==> src/logic/dms_defs.svh <==
`ifndef DMS_DEFS_SVH
`define DMS_DEFS_SVH
// physical address width and the cache-line offset
`define DMS_AW 34
`define DMS_LINE_BITS 6
// channel capacity in 64-byte lines, one more bit than a line index
`define DMS_CAPW 29
// pending request queue
`define DMS_DEPTH 4
`define DMS_IDXW 2
// bank/row split of the channel-local byte address
`define DMS_BANK_LSB 7
`define DMS_BANK_W 3
`define DMS_ROW_LSB 10
`define DMS_ROW_W 16
// least spacing between two commands on one channel, in clocks
`define DMS_CMD_GAP 4
// frequency codes: lower code is the lower frequency
`define DMS_FREQ_W 2
`define DMS_FREQ_RST 2'h0
`endif

==> src/logic/dms_pkg.sv <==
package dms_pkg;
    typedef enum logic [1:0] {
        DMS_MODE_NONE,
        DMS_MODE_SINGLE,
        DMS_MODE_FLEX,
        DMS_MODE_ASYM
    } dms_mode_t;
    typedef enum logic {
        DMS_PD_SLOW,
        DMS_PD_FAST
    } dms_pdexit_t;
endpackage

==> src/logic/dms_queue.sv <==
`include "dms_defs.svh"
// small store of pending channel-local byte addresses; read data registered
module dms_queue (
    input wire logic clk,
    input wire logic arst_n,
    input wire logic wr_en,
    input wire logic [`DMS_IDXW-1:0] wr_idx,
    input wire logic [`DMS_AW-1:0] wr_data,
    input wire logic [`DMS_IDXW-1:0] rd_idx,
    output logic [`DMS_AW-1:0] rd_data
);
    typedef struct packed {
        logic [`DMS_DEPTH-1:0][`DMS_AW-1:0] mem;
        logic [`DMS_AW-1:0] rd;
    } dms_q_state_t;
    dms_q_state_t st_r;
    dms_q_state_t st_nxt;

    always_comb begin
        st_nxt = st_r;
        st_nxt.rd = st_r.mem[rd_idx];
        if (wr_en) begin
            st_nxt.mem[wr_idx] = wr_data;
        end
    end

    always_ff @(posedge clk or negedge arst_n) begin
        if (!arst_n) begin
            st_r <= '0;
        end else begin
            st_r <= st_nxt;
        end
    end
    assign rd_data = st_r.rd;
endmodule // dms_queue

==> src/logic/dms_sched.sv <==
`include "dms_defs.svh"
// per-channel picker: same-page hits first, else lowest-numbered pending entry
module dms_sched (
    input wire logic clk,
    input wire logic arst_n,
    input wire logic [`DMS_DEPTH-1:0] pend,
    input wire logic [`DMS_DEPTH-1:0] hit,
    input wire logic [`DMS_DEPTH-1:0] older_ok,
    output logic pick_vld,
    output logic [`DMS_IDXW-1:0] pick_idx
);
    typedef struct packed {
        logic vld;
        logic [`DMS_IDXW-1:0] idx;
    } dms_s_state_t;
    dms_s_state_t st_r;
    dms_s_state_t st_nxt;
    logic [`DMS_DEPTH-1:0] cand;

    always_comb begin
        st_nxt = '0;
        // all pending entries are looked at in one cycle
        cand = ((pend & hit) != '0) ? (pend & hit) : (pend & older_ok);
        for (int i = `DMS_DEPTH - 1; i >= 0; i--) begin
            if (cand[i]) begin
                st_nxt.vld = 1'b1;
                st_nxt.idx = i[`DMS_IDXW-1:0];
            end
        end
    end

    always_ff @(posedge clk or negedge arst_n) begin
        if (!arst_n) begin
            st_r <= '0;
        end else begin
            st_r <= st_nxt;
        end
    end
    AST_HIT_FIRST: assert property (@(posedge clk) disable iff (!arst_n)
        ((pend & hit) != '0) |-> hit[st_nxt.idx] && pend[st_nxt.idx])
        else $error("open page hit passed over");
    assign pick_vld = st_r.vld;
    assign pick_idx = st_r.idx;
endmodule // dms_sched

==> src/logic/dms_top.sv <==
`include "dms_defs.svh"
//==========================================================================
module dms_top (
    input wire logic clk,
    input wire logic arst_n,
    // population straps: bit 0 farthest slot, bit 1 near slot
    input wire logic [1:0] pop_a,
    input wire logic [1:0] pop_b,
    // capacity per channel in 64-byte lines, from presence-detect data
    input wire logic [`DMS_CAPW-1:0] cap_a,
    input wire logic [`DMS_CAPW-1:0] cap_b,
    input wire logic [1:0][`DMS_FREQ_W-1:0] freq_a,
    input wire logic [1:0][`DMS_FREQ_W-1:0] freq_b,
    input wire logic flex_en,
    input wire logic cfg_load,
    // host request
    input wire logic req_vld,
    input wire logic [`DMS_AW-1:0] req_addr,
    output logic req_rdy,
    // issued requests, one pulse per channel
    output logic iss_a_vld,
    output logic [`DMS_AW-1:0] iss_a_addr,
    output logic iss_b_vld,
    output logic [`DMS_AW-1:0] iss_b_addr,
    output dms_pkg::dms_mode_t mode,
    output logic [`DMS_FREQ_W-1:0] mem_freq,
    output dms_pkg::dms_pdexit_t pd_exit,
    output logic cfg_err
);
    localparam int LB = `DMS_LINE_BITS;
    localparam int D = `DMS_DEPTH;

    typedef struct packed {
        logic [1:0] pa_s1, pa_s2, pb_s1, pb_s2;
        logic fl_s1, fl_s2, ld_s1, ld_s2, ld_d;
        dms_pkg::dms_mode_t mode;
        logic [`DMS_CAPW-1:0] zone;
        logic [`DMS_FREQ_W-1:0] freq;
        dms_pkg::dms_pdexit_t pdx;
        logic err;
        logic [1:0][D-1:0] pend;
        logic [1:0][D-1:0][`DMS_BANK_W+`DMS_ROW_W-1:0] tag;
        logic [1:0][`DMS_BANK_W+`DMS_ROW_W-1:0] open_pg;
        logic [1:0][2:0] gap;
        logic [1:0] iss_v;
        logic [1:0] sent;
        logic [1:0][`DMS_IDXW-1:0] sent_idx;
        logic rdy;
    } dms_state_t;
    dms_state_t st_r;
    dms_state_t st_nxt;

    //==========================================================================
    // address mapping, purely combinational
    logic [`DMS_AW-LB-1:0] line;
    logic map_ch;
    logic [`DMS_AW-1:0] loc_addr;
    logic [`DMS_BANK_W+`DMS_ROW_W-1:0] new_tag;
    logic [`DMS_CAPW-1:0] cap_min;
    logic [`DMS_AW-LB:0] zone2;
    logic [1:0][D-1:0] hit;
    logic [1:0][D-1:0] older;
    logic [1:0] pk_v;
    logic [1:0][`DMS_IDXW-1:0] pk_i;
    logic [1:0][`DMS_AW-1:0] q_rd;
    logic [1:0] wr_en;
    logic [`DMS_IDXW-1:0] free_idx;
    logic free_ok;
    logic [`DMS_AW-LB-1:0] loc_line;
    logic cfg_edge;

    assign line = req_addr[`DMS_AW-1:LB];
    assign cap_min = (cap_a < cap_b) ? cap_a : cap_b;
    assign zone2 = {st_r.zone[`DMS_AW-LB-1:0], 1'b0};
    assign cfg_edge = st_r.ld_s2 && !st_r.ld_d;

    always_comb begin
        map_ch = 1'b0;
        loc_line = line;
        case (st_r.mode)
            dms_pkg::DMS_MODE_SINGLE: begin
                map_ch = (st_r.pb_s2 != 2'h0) && (st_r.pa_s2 == 2'h0);
                loc_line = line;
            end
            dms_pkg::DMS_MODE_FLEX: begin
                if ({1'b0, line} < zone2) begin
                    map_ch = line[0];
                    loc_line = {1'b0, line[`DMS_AW-LB-1:1]};
                end else begin
                    // linear tail lives in the larger channel above the zone
                    map_ch = cap_b > cap_a;
                    loc_line = line - zone2[`DMS_AW-LB-1:0] + st_r.zone[`DMS_AW-LB-1:0];
                end
            end
            dms_pkg::DMS_MODE_ASYM: begin
                if ({1'b0, line} < {1'b0, cap_a[`DMS_AW-LB-1:0]}) begin
                    map_ch = 1'b0;
                    loc_line = line;
                end else begin
                    map_ch = 1'b1;
                    loc_line = line - cap_a[`DMS_AW-LB-1:0];
                end
            end
            default: begin
                map_ch = 1'b0;
                loc_line = line;
            end
        endcase
    end
    assign loc_addr = {loc_line, req_addr[LB-1:0]};
    assign new_tag = loc_addr[`DMS_ROW_LSB+`DMS_ROW_W-1:`DMS_BANK_LSB];

    //==========================================================================
    // free slot and per-channel hit vectors
    always_comb begin
        free_ok = 1'b0;
        free_idx = '0;
        for (int i = D - 1; i >= 0; i--) begin
            if (!st_r.pend[map_ch][i]) begin
                free_ok = 1'b1;
                free_idx = i[`DMS_IDXW-1:0];
            end
        end
    end

    genvar c, e;
    generate
        for (c = 0; c < 2; c++) begin : g_ch
            for (e = 0; e < D; e++) begin : g_ent
                assign hit[c][e] = st_r.tag[c][e] == st_r.open_pg[c];
                assign older[c][e] = 1'b1;
            end
            // each channel picks on its own, so a request to the other
            // channel never waits on this one's data
            dms_sched u_sched (
                .clk(clk),
                .arst_n(arst_n),
                .pend(st_r.pend[c] & ~({D{st_r.sent[c]}} &
                      (D'(1) << st_r.sent_idx[c]))),
                .hit(hit[c]),
                .older_ok(older[c]),
                .pick_vld(pk_v[c]),
                .pick_idx(pk_i[c])
            );
            assign wr_en[c] = req_vld && st_r.rdy && free_ok && (map_ch == 1'(c));
            dms_queue u_q (
                .clk(clk),
                .arst_n(arst_n),
                .wr_en(wr_en[c]),
                .wr_idx(free_idx),
                .wr_data(loc_addr),
                .rd_idx(pk_i[c]),
                .rd_data(q_rd[c])
            );
        end
    endgenerate

    //==========================================================================
    // configuration and issue
    always_comb begin
        st_nxt = st_r;
        st_nxt.pa_s1 = pop_a;
        st_nxt.pa_s2 = st_r.pa_s1;
        st_nxt.pb_s1 = pop_b;
        st_nxt.pb_s2 = st_r.pb_s1;
        st_nxt.fl_s1 = flex_en;
        st_nxt.fl_s2 = st_r.fl_s1;
        st_nxt.ld_s1 = cfg_load;
        st_nxt.ld_s2 = st_r.ld_s1;
        st_nxt.ld_d = st_r.ld_s2;
        if (st_r.ld_s2 && !st_r.ld_d) begin
            st_nxt.pend = '0;
            // near slot alone on either channel, or no module on both channels, is a fault
            st_nxt.err = (st_r.pa_s2 == 2'h2) || (st_r.pb_s2 == 2'h2) ||
                         ((st_r.pa_s2 == 2'h0) && (st_r.pb_s2 == 2'h0));
            if ((st_r.pa_s2 != 2'h0) && (st_r.pb_s2 != 2'h0)) begin
                // flex_en or equal capacities give flex, else asymmetric; device type ignored
                if (st_r.fl_s2 || (cap_a == cap_b)) begin
                    st_nxt.mode = dms_pkg::DMS_MODE_FLEX;
                end else begin
                    st_nxt.mode = dms_pkg::DMS_MODE_ASYM;
                end
                st_nxt.zone = cap_min;
            end else if ((st_r.pa_s2 != 2'h0) || (st_r.pb_s2 != 2'h0)) begin
                st_nxt.mode = dms_pkg::DMS_MODE_SINGLE;
                st_nxt.zone = '0;
            end else begin
                st_nxt.mode = dms_pkg::DMS_MODE_NONE;
                st_nxt.zone = '0;
            end
            // lowest frequency code among populated slots
            st_nxt.freq = '1;
            for (int s = 0; s < 2; s++) begin
                if (st_r.pa_s2[s] && freq_a[s] < st_nxt.freq) st_nxt.freq = freq_a[s];
                if (st_r.pb_s2[s] && freq_b[s] < st_nxt.freq) st_nxt.freq = freq_b[s];
            end
            if ((st_r.pa_s2 == 2'h3) || (st_r.pb_s2 == 2'h3)) begin
                st_nxt.pdx = dms_pkg::DMS_PD_FAST;
            end else begin
                st_nxt.pdx = dms_pkg::DMS_PD_SLOW;
            end
        end
        st_nxt.rdy = (st_r.mode != dms_pkg::DMS_MODE_NONE) && !st_r.err;
        for (int k = 0; k < 2; k++) begin
            st_nxt.iss_v[k] = 1'b0;
            st_nxt.sent[k] = 1'b0;
            if (st_r.gap[k] != 3'h0) st_nxt.gap[k] = st_r.gap[k] - 3'h1;
            // one channel's command never waits on the other's
            if (pk_v[k] && st_r.pend[k][pk_i[k]] && (st_r.gap[k] == 3'h0) &&
                !st_r.sent[k]) begin
                st_nxt.iss_v[k] = 1'b1;
                st_nxt.sent[k] = 1'b1;
                st_nxt.sent_idx[k] = pk_i[k];
                st_nxt.pend[k][pk_i[k]] = 1'b0;
                st_nxt.open_pg[k] = st_r.tag[k][pk_i[k]];
                st_nxt.gap[k] = 3'(`DMS_CMD_GAP - 1);
            end
            if (wr_en[k]) begin
                st_nxt.pend[k][free_idx] = 1'b1;
                st_nxt.tag[k][free_idx] = new_tag;
            end
        end
    end

    always_ff @(posedge clk or negedge arst_n) begin
        if (!arst_n) begin
            st_r <= '0;
            st_r.freq <= `DMS_FREQ_RST;
        end else begin
            st_r <= st_nxt;
        end
    end

    // queue read data already lines up with iss_v; this extra register makes the address follow iss_v by one clock
    logic [1:0][`DMS_AW-1:0] iss_addr_r;
    always_ff @(posedge clk or negedge arst_n) begin
        if (!arst_n) begin
            iss_addr_r <= '0;
        end else begin
            iss_addr_r <= q_rd;
        end
    end

    assign req_rdy = st_r.rdy && free_ok;
    assign iss_a_vld = st_r.iss_v[0];
    assign iss_b_vld = st_r.iss_v[1];
    assign iss_a_addr = iss_addr_r[0];
    assign iss_b_addr = iss_addr_r[1];
    assign mode = st_r.mode;
    assign mem_freq = st_r.freq;
    assign pd_exit = st_r.pdx;
    assign cfg_err = st_r.err;

    //==========================================================================
    AST_SPACING: assert property (@(posedge clk) disable iff (!arst_n)
        st_r.iss_v[0] |=> !st_r.iss_v[0] [*3]) else $error("channel a spacing");
    AST_PDX: assert property (@(posedge clk) disable iff (!arst_n)
        (st_r.ld_s2 && !st_r.ld_d && st_r.pa_s2 == 2'h3) |=> st_r.pdx == dms_pkg::DMS_PD_FAST)
        else $error("fast exit not chosen");
    AST_ASYM: assert property (@(posedge clk) disable iff (!arst_n)
        (st_r.ld_s2 && !st_r.ld_d && !st_r.fl_s2 && cap_a != cap_b &&
         st_r.pa_s2 != 2'h0 && st_r.pb_s2 != 2'h0) |=> st_r.mode == dms_pkg::DMS_MODE_ASYM)
        else $error("asymmetric not chosen");
    AST_ILV: assert property (@(posedge clk) disable iff (!arst_n)
        (st_r.mode == dms_pkg::DMS_MODE_FLEX && {1'b0, line} < zone2) |-> map_ch == line[0])
        else $error("interleave channel wrong");

    AST_SPACING_B: assert property (@(posedge clk) disable iff (!arst_n)
        st_r.iss_v[1] |=> !st_r.iss_v[1] [*3]) else $error("channel b spacing");

    //==========================================================================
    // configuration decisions, seen one edge after the load edge
    AST_PDX_SLOW: assert property (@(posedge clk) disable iff (!arst_n)
        (cfg_edge && st_r.pa_s2 != 2'h3 && st_r.pb_s2 != 2'h3) |=>
        st_r.pdx == dms_pkg::DMS_PD_SLOW) else $error("slow exit not chosen");

    AST_SYM: assert property (@(posedge clk) disable iff (!arst_n)
        (cfg_edge && cap_a == cap_b && st_r.pa_s2 != 2'h0 && st_r.pb_s2 != 2'h0) |=>
        st_r.mode == dms_pkg::DMS_MODE_FLEX) else $error("symmetric not chosen");

    AST_ZONE: assert property (@(posedge clk) disable iff (!arst_n)
        (cfg_edge && st_r.pa_s2 != 2'h0 && st_r.pb_s2 != 2'h0) |=>
        st_r.zone == $past(cap_min)) else $error("interleave zone size wrong");

    AST_FREQ_A: assert property (@(posedge clk) disable iff (!arst_n)
        (cfg_edge && st_r.pa_s2[0]) |=> st_r.freq <= $past(freq_a[0]))
        else $error("frequency above channel a module");

    AST_FREQ_B: assert property (@(posedge clk) disable iff (!arst_n)
        (cfg_edge && st_r.pb_s2[0]) |=> st_r.freq <= $past(freq_b[0]))
        else $error("frequency above channel b module");

    AST_NEAR_ALONE: assert property (@(posedge clk) disable iff (!arst_n)
        (cfg_edge && (st_r.pa_s2 == 2'h2 || st_r.pb_s2 == 2'h2)) |=> st_r.err)
        else $error("near slot alone not flagged");

    // a fault must close the request port on the following edge
    AST_REFUSE: assert property (@(posedge clk) disable iff (!arst_n)
        st_r.err |=> !st_r.rdy) else $error("ready despite configuration fault");

    //==========================================================================
    // mapping and issue
    // straps are static once loaded, so the live map can be checked
    AST_SINGLE: assert property (@(posedge clk) disable iff (!arst_n)
        (st_r.mode == dms_pkg::DMS_MODE_SINGLE && st_r.pa_s2 != 2'h0 &&
         st_r.pb_s2 == 2'h0) |-> !map_ch) else $error("single channel access misdirected");

    AST_TAIL: assert property (@(posedge clk) disable iff (!arst_n)
        (st_r.mode == dms_pkg::DMS_MODE_FLEX && {1'b0, line} >= zone2) |->
        map_ch == (cap_b > cap_a)) else $error("linear zone channel wrong");

    // the picker may repeat a stale index; the entry must already be retired
    AST_CLEAR_A: assert property (@(posedge clk) disable iff (!arst_n)
        st_r.iss_v[0] |-> !st_r.pend[0][st_r.sent_idx[0]])
        else $error("channel a entry issued twice");

    AST_CLEAR_B: assert property (@(posedge clk) disable iff (!arst_n)
        st_r.iss_v[1] |-> !st_r.pend[1][st_r.sent_idx[1]])
        else $error("channel b entry issued twice");

endmodule // dms_top

==> config.mk <==
export PLATFORM = sky130hd
export DESIGN_NAME = dms_top
export DESIGN_NICKNAME = d
export VERILOG_FILES = /design/src/logic/dms_pkg.sv /design/src/logic/dms_queue.sv /design/src/logic/dms_sched.sv /design/src/logic/dms_top.sv
export VERILOG_INCLUDE_DIRS = /design/src /design/src/logic
export SDC_FILE = /design/constraint.sdc
export NUM_CORES = 1
export LEC_CHECK = 0
export BUFFER_PORTS_ARGS = -buffer_cell sky130_fd_sc_hd__buf_2
export CORE_MARGIN = 8
export CORE_UTILIZATION = 54
export CTS_CLUSTER_DIAMETER = 40
export DETAILED_ROUTE_END_ITERATION = 6
export GPL_TIMING_DRIVEN = 0
export PLACE_DENSITY_LB_ADDON = 0.3
export RECOVER_POWER = 25
export SYNTH_ARGS = -nofsm -noshare
export SYNTH_HDL_FRONTEND = slang
export SYNTH_HIERARCHICAL = 1
export SYNTH_SLANG_ARGS = --single-unit
==> constraint.sdc <==
create_clock -name clk -period 5.95 [get_ports clk]
set_input_delay 0.2975 -clock clk [delete_from_list [all_inputs] [get_ports clk]]
set_output_delay 0.2975 -clock clk [all_outputs]
set_load 0.02 [all_outputs]
Yosys cells after proc, flatten, opt, wreduce, memory -nomap -nowiden
Cells that the tools add are included.
{"block": "word_totals", "elab_cells": 221, "register_bits": 672, "in_bits": 109, "out_inout_bits": 77}
{"block": "op_classes", "n_eq_ne": 16, "shifts": 2, "n_reduce_logical": 45, "n_bitwise": 15, "magnitude_cmp": 15, "mux": 75, "add_sub_neg": 5}
{"op": "$bwmux 136", "count": 2}
{"op": "$bwmux 76", "count": 2}
{"op": "$eq 19x19->1", "count": 8}
{"op": "$bmux 34 s2", "count": 2}
{"op": "$mux 34", "count": 3}
{"op": "$bmux 19 s2", "count": 2}
{"op": "$demux 34 s2", "count": 1}
{"op": "$mux 19", "count": 3}
{"op": "$mux 28", "count": 2}
{"op": "$pmux 28 s2", "count": 1}
{"op": "$sub 28x28->28", "count": 2}
{"op": "$demux 19 s2", "count": 1}
{"op": "$mux 3", "count": 12}
{"op": "$and 4x4->4", "count": 8}
{"op": "$mux 4", "count": 8}
{"op": "$mux 31", "count": 1}
{"op": "$mux 30", "count": 1}
{"op": "$eq 29x29->1", "count": 1}
{"op": "$gt 29x29->1", "count": 1}
{"op": "$lt 28x29->1", "count": 1}
{"op": "$lt 29x29->1", "count": 1}
{"op": "$mux 29", "count": 1}
{"op": "$add 28x28->28", "count": 1}
{"op": "$lt 28x28->1", "count": 1}
{"op": "26 further kinds", "count": 107}

Logic depth before layout (Yosys ltp)
{"block": "depth", "depth_word": 15, "ltp_mapped": 18, "ltp_nobuf": 17}

Cells and area by module
Netlist, hierarchy kept.
{"module": "dms_top", "seq_area_each_um2": 8157.8, "instances": 1, "area_per_inst_um2": 20178.1, "cells_per_inst": 1871}
{"module": "dms_queue", "seq_area_each_um2": 4254.1, "instances": 2, "area_per_inst_um2": 7013.0, "cells_per_inst": 398}
{"module": "dms_sched", "seq_area_each_um2": 75.1, "instances": 2, "area_per_inst_um2": 198.9, "cells_per_inst": 20}

Worst setup path after synthesis
OpenSTA, ideal clock, no wires.
{"block": "synth_timing", "path_type": "in2reg", "start": "input req_addr[6]", "end": "register g_ch[0].u_q/st_r[100] in the netlist's numbering", "arrival_ns": 4.506, "required_time_ns": 5.825, "setup_ns": 0.125, "path_slack_ns": 1.319, "n_path_buf": 3, "stages": 17, "cell_sequence": "inv_1 -> ha_1 -> inv_1 -> fa_1 -> a211oi_1 -> o21bai_1 -> o211ai_2 -> a211oi_1 -> o21a_1 -> o2111a_1 -> buf_2 -> a211o_4 -> buf_2 -> o31ai_1 -> nand3b_2 -> buf_6 -> mux2_2"}
{"block": "synth_via", "elab_chain_cells": 14, "word_cells_on_any_way": 30, "classes_between": "add/sub (3); order compare (4); mux (19); bitwise (1); reduce/logical (3)"}
{"element": "start: declaration", "line_no": "dms_top.sv:18", "rtl": "input wire logic [`DMS_AW-1:0] req_addr,"}
{"element": "$lt 28x29->1 / $lt 28x28->1 (equally long branches)", "line_no": "dms_top.sv:86, dms_top.sv:96"}
{"element": "$mux 1 (on tied branches)", "line_no": "dms_top.sv:86, dms_top.sv:96"}
{"element": "$pmux 1 s3 *", "line_no": "dms_top.sv:80", "rtl": "case (st_r.mode)"}
{"element": "$mux 4 (not written as such) * (2 in a row)", "line_no": "dms_top.sv:119", "rtl": "if (!st_r.pend[map_ch][i]) begin"}
{"element": "$mux 2 (3 in a row)", "line_no": "dms_top.sv:119"}
{"element": "$mux 2 *", "line_no": "dms_top.sv:119"}
{"element": "net free_idx[0]", "line_no": "dms_top.sv:67", "rtl": "logic [`DMS_IDXW-1:0] free_idx;"}
{"element": "$lt 2x3->1 (not written as such) / $ge 2x1->1 (equally long branches)", "line_no": "dms_queue.sv:23", "rtl": "st_nxt.mem[wr_idx] = wr_data;"}
{"element": "$logic_and 1x1->1 (not written as such)", "line_no": "dms_queue.sv:23"}
{"element": "$mux 34 (not written as such)", "line_no": "dms_queue.sv:23"}
{"element": "$demux 34 s2 *"}
{"element": "$bwmux 136 *", "line_no": "dms_queue.sv:23"}
{"element": "end signal: assignment", "line_no": "dms_queue.sv:31", "rtl": "st_r <= st_nxt;"}
{"element": "end: declaration", "line_no": "dms_queue.sv:16", "rtl": "dms_q_state_t st_r;"}
The timed path passes the listed nets; every way through them passes the cells marked *. The select of a mux whose other input is x is not followed.
A chain may end at the register's enable or synchronous reset.

Final worst setup path
{"block": "layout_timing", "start": "input cap_a[0]", "end": "register g_ch[0].u_q/st_r[160] in the netlist's numbering"}
{"block": "layout_via", "elab_chain_cells": 14, "word_cells_on_any_way": 27, "classes_between": "add/sub (1); order compare (4); mux (18); bitwise (1); reduce/logical (3)"}
{"element": "start: declaration", "line_no": "dms_top.sv:10", "rtl": "input wire logic [`DMS_CAPW-1:0] cap_a,"}
{"element": "$gt 29x29->1 / $lt 28x28->1 (equally long branches)", "line_no": "dms_top.sv:91, dms_top.sv:96"}
{"element": "$mux 1 (on tied branches)", "line_no": "dms_top.sv:86, dms_top.sv:96"}
{"element": "$pmux 1 s3 *", "line_no": "dms_top.sv:80"}
{"element": "$mux 4 (not written as such) * (2 in a row)", "line_no": "dms_top.sv:119"}
{"element": "$mux 2 (3 in a row)", "line_no": "dms_top.sv:119"}
{"element": "$mux 2 *", "line_no": "dms_top.sv:119"}
{"element": "net free_idx[0]", "line_no": "dms_top.sv:67"}
{"element": "$lt 2x3->1 (not written as such) / $ge 2x1->1 (equally long branches)", "line_no": "dms_queue.sv:23"}
{"element": "$logic_and 1x1->1 (not written as such)", "line_no": "dms_queue.sv:23"}
{"element": "$mux 34 (not written as such)", "line_no": "dms_queue.sv:23"}
{"element": "$demux 34 s2 *"}
{"element": "$bwmux 136 *", "line_no": "dms_queue.sv:23"}
Marks and branches as above.

==> flow_metrics.env <==
export IMPL_clock_root_buffer="clkbuf_16"
export IMPL_cell_area_after_synthesis_sq_um=34600
export IMPL_finish_net_count=3310
export IMPL_drt_first_pass_iters=5
export IMPL_postSynth_asyncResetShare=1.00
export IMPL_crit_fanout=10
export IMPL_cts_resized=0
export IMPL_area_growth_synth_to_final_pct=17.4
export IMPL_synth_avg_cell_area_sq_um=12.8
export IMPL_global_route_wire_length_before_repair_um=140000
export IMPL_ant_nets=0
export IMPL_synth_top_area_frac=0.486
export IMPL_area_of_the_die_sq_um=72400
export IMPL_setup_violations_final=0
export IMPL_post_route_cells_drive_above_1_share=0.339
export IMPL_min_period_over_period=0.919
export IMPL_cts_path_max_buffers=3
export IMPL_power_static_leakage_nw=19.7
export IMPL_post_route_util=0.636
export IMPL_gpl_final_weighted_congestion=0.942
export IMPL_cts_made_buffers=94
export IMPL_startpoint_of_the_worst_slack_reg_to_reg_timing_path="st_r[227]"
export IMPL_violated_checks="capacitance limit, slew limit"
export IMPL_maxCapViolCount=3
export IMPL_grtUsageTotal=0.242
export IMPL_detail_route_drc_violations=0
export IMPL_count_of_filler_cells_inserted_in_the_layout=4787
export IMPL_setup_worst_path_end_class="register"
export IMPL_yosys_area_top_type="dfrtp_1"
export IMPL_dp_hpwl_um=63300
export IMPL_grt_pass1_vias=24700
export IMPL_postCtsSetupRepairBufs=0
export IMPL_tritoncts_num_sinks=672
export IMPL_routed_via_density=5.75
export IMPL_cp_start_kind="primary input"
export IMPL_hold_path_class="primary input to register"
export IMPL_dieWidth_um=269
export IMPL_routed_wire_length_per_instance_um=22.2
export IMPL_report_final_hold_viol_count=0
export IMPL_clock_tree_htree_level_count=3
export IMPL_crit_required_ns=6.47
export IMPL_achievable_frequency_ghz=0.183
export IMPL_setup_worst_path_class="primary input to register"
export IMPL_yosysUniqueCellTypes=83
export IMPL_synthesized_instance_count=2707
export IMPL_number_of_antenna_violations_at_the_first_check_in_global_routing=0
export IMPL_ir_worst_vdd_mv=0.246
export IMPL_synthTopCellsByArea="dfrtp_1 (49%), mux2_2 (15%), mux4_2 (7.0%)"
export IMPL_worst_slew_pin_slew_ns=3.22
export IMPL_worst_skew_pair_late_latency_ns=0.66
export IMPL_clock_period_minus_final_worst_setup_slack_ns=5.47
export IMPL_power_per_cell_area_nw_per_um2=469
export IMPL_hold_worst_slack_ns=0.0264
export IMPL_cts_reportedPaths_clkPinSlew_ns=0.06
export IMPL_globalRoute_totalOverflow=0
export IMPL_portBuffers=185
export IMPL_floorplan_core_area_sq_um=63900
export IMPL_rows=93
export IMPL_report_final_slew_viol_count=387
export IMPL_sequential_to_total_area_share_from_yosys_stat=0.486
export IMPL_wirelength_um=88600
export IMPL_finalClockSkew_ns=0.0310
export IMPL_pin_count=186
export IMPL_number_of_flops_mapped_to_enable_cells_by_yosys=0
export IMPL_max_slew_margin_rel=-1.15
export IMPL_largest_net_degree_at_the_start_of_global_routing=132
export IMPL_rsz_0062_raised_after_global_routing="false"
export IMPL_dominantRegCellSynth="dfrtp_1"
export IMPL_initial_core_util=0.542
export IMPL_cp_arrival_ns=5.99
export IMPL_power_total_mw=19.1
export IMPL_status="finished, violations left"
export IMPL_synth_ff_latch_count=672
export IMPL_pre_cts_slack_ns=0.457
export IMPL_clock_tree_from_tritoncts="built"
export IMPL_route_vias_total=23000
export IMPL_ys_warn_count=6
export IMPL_dieHeight_um=269
export IMPL_first_iter_violations=1776
export IMPL_finalWorstSetupSlack_ns=0.480
export IMPL_crit_start="cap_a[0]"
export IMPL_hp_start="cap_b[9]"
==> registers in the layout (all words and copies together), names as in the netlist <==
name,flops
g_ch.u_sched/pick_vld,2
st_r,245
st_nxt,7
g_ch.u_q/rd_data,68
cfg_err,1
pd_exit,1
g_ch.u_sched/pick_idx,4
mem_freq,2
iss_b_addr,34
mode,2
g_ch.u_q/st_r,272
iss_a_addr,34
==> placed cells by master (no fill, tap or decap), types with 21 or more instances in the layout <==
| cell | n |
|---|---|
| dfrtp_1 | 672 |
| mux2_2 | 453 |
| xor2_1 | 168 |
| buf_2 | 167 |
| inv_1 | 165 |
| ha_1 | 119 |
| clkbuf_1 | 117 |
| nand2_1 | 114 |
| a21oi_1 | 109 |
| mux4_2 | 108 |
| clkbuf_16 | 95 |
| nor2_1 | 82 |
| o21ai_0 | 75 |
| clkbuf_4 | 63 |
| nor4_1 | 42 |
| dlygate4sd3_1 | 41 |
| a21o_1 | 31 |
| xnor2_1 | 28 |
| fa_1 | 27 |
| buf_1 | 22 |
| nand3_1 | 21 |
| nand4_1 | 21 |
==> synth_stat cells, drive strengths merged, types with 5 or more instances <==
| cell | number |
|---|---|
| dfrtp | 672 |
| mux2 | 469 |
| xor2 | 168 |
| inv | 165 |
| buf | 149 |
| ha | 119 |
| nand2 | 114 |
| a21oi | 109 |
| mux4 | 108 |
| o21ai | 85 |
| nor2 | 82 |
| clkbuf | 61 |
| nor4 | 46 |
| a21o | 33 |
| xnor2 | 28 |
| fa | 27 |
| nand3 | 23 |
| nand4 | 21 |
| a22oi | 16 |
| nor3 | 14 |
| a31oi | 13 |
| mux2i | 13 |
| nand2b | 13 |
| o21a | 12 |
| nor2b | 11 |
| o211ai | 9 |
| a222oi | 8 |
| a211oi | 7 |
| a31o | 7 |
| and3 | 7 |
| o221ai | 7 |
| a221o | 6 |
| nand3b | 6 |
| or3 | 6 |
| nor3b | 5 |
| o21bai | 5 |
| o31ai | 5 |
| or2 | 5 |
==> worst max-delay path, cell delays in order <==
cell	delay, ns
dlygate4sd3_1	0.52
buf_2	0.18
ha_1	0.21
inv_1	0.06
fa_1	0.43
a211oi_1	0.32
o21bai_1	0.17
o211ai_2	0.26
a211oi_1	0.16
o21a_1	0.24
o2111a_1	0.25
buf_2	0.18
a211o_4	0.37
buf_2	0.21
o31ai_2	0.89
nand3_2	0.54
buf_2	0.38
mux2_2	0.31
==> cell families after synthesis <==
| logic type | share of synthesized area |
|---|---|
| compound gates | 0.0687 |
| xor+xnor | 0.0496 |
| fa+ha+maj | 0.0587 |
| buf+inv | 0.0549 |
| flops | 0.486 |
| mux | 0.228 |
| other cells | 0.000108 |
| simple gates | 0.0543 |
==> power by group <==
group          internal, mW  leakage, nW  switching, mW
clock network          3.69         1.64           2.26
logic                  2.90         9.35           3.16
registers              6.17         8.67          0.881
total                  12.8         19.7           6.31
==> metal layers <==
metal / track usage / routed length [um]
met1: 0.320 / 37300
met2: 0.399 / 43100
met3: 0.0451 / 5240
met4: 0.0867 / 2920
met5: 0 / 0
==> cell type report <==
cell class	instances	area (sq um)	share of cell area
Sequential cell	672	16800	0.414
Timing Repair Buffer	239	1460	0.0359
Multi-Input combinational cell	1673	16000	0.393
Buffer	210	1250	0.0309
Tap cell	855	1070	0.0263
Antenna cell	1	2.50	0.0000616
Inverter	165	619	0.0152
Clock inverter	67	942	0.0232
Clock buffer	109	2480	0.0611
==> final timing paths <==
path                                              end  slack [ns]  cells after the start
worst max-delay path            g_ch[0].u_q/st_r[160]        0.48                     18
worst min-delay path                        st_r[226]        0.03                      3
worst max register to register  g_ch[0].u_q/st_r[160]        0.76                     14
worst min register to register            st_nxt[248]        0.35                      0
max in group asynchronous                    st_r[81]        1.96                      5
min in group asynchronous               iss_b_addr[3]        0.22                      2
==> timing repair <==
item | in CTS | in global routing
setup endpoints to repair | 0 | 0
endpoints found under the hold margin | 167 | 0
hold buffers | 41 | 0
==> metrics by stage <==
| step | std cells | instance area (sq um) | setup TNS, ns |
|---|---|---|---|
| after global placement | 3760 | 36600 | -5764.38 |
| after global routing | 3990 | 40600 | 0 |
| after CTS | 3990 | 40800 | 0 |
| final | 3991 | 40600 | 0 |
| after detailed placement | 3773 | 36900 | 0 |
| after floorplan | 2720 | 34700 | 0 |
No activity file was read; power rests on OpenSTA's default activity.
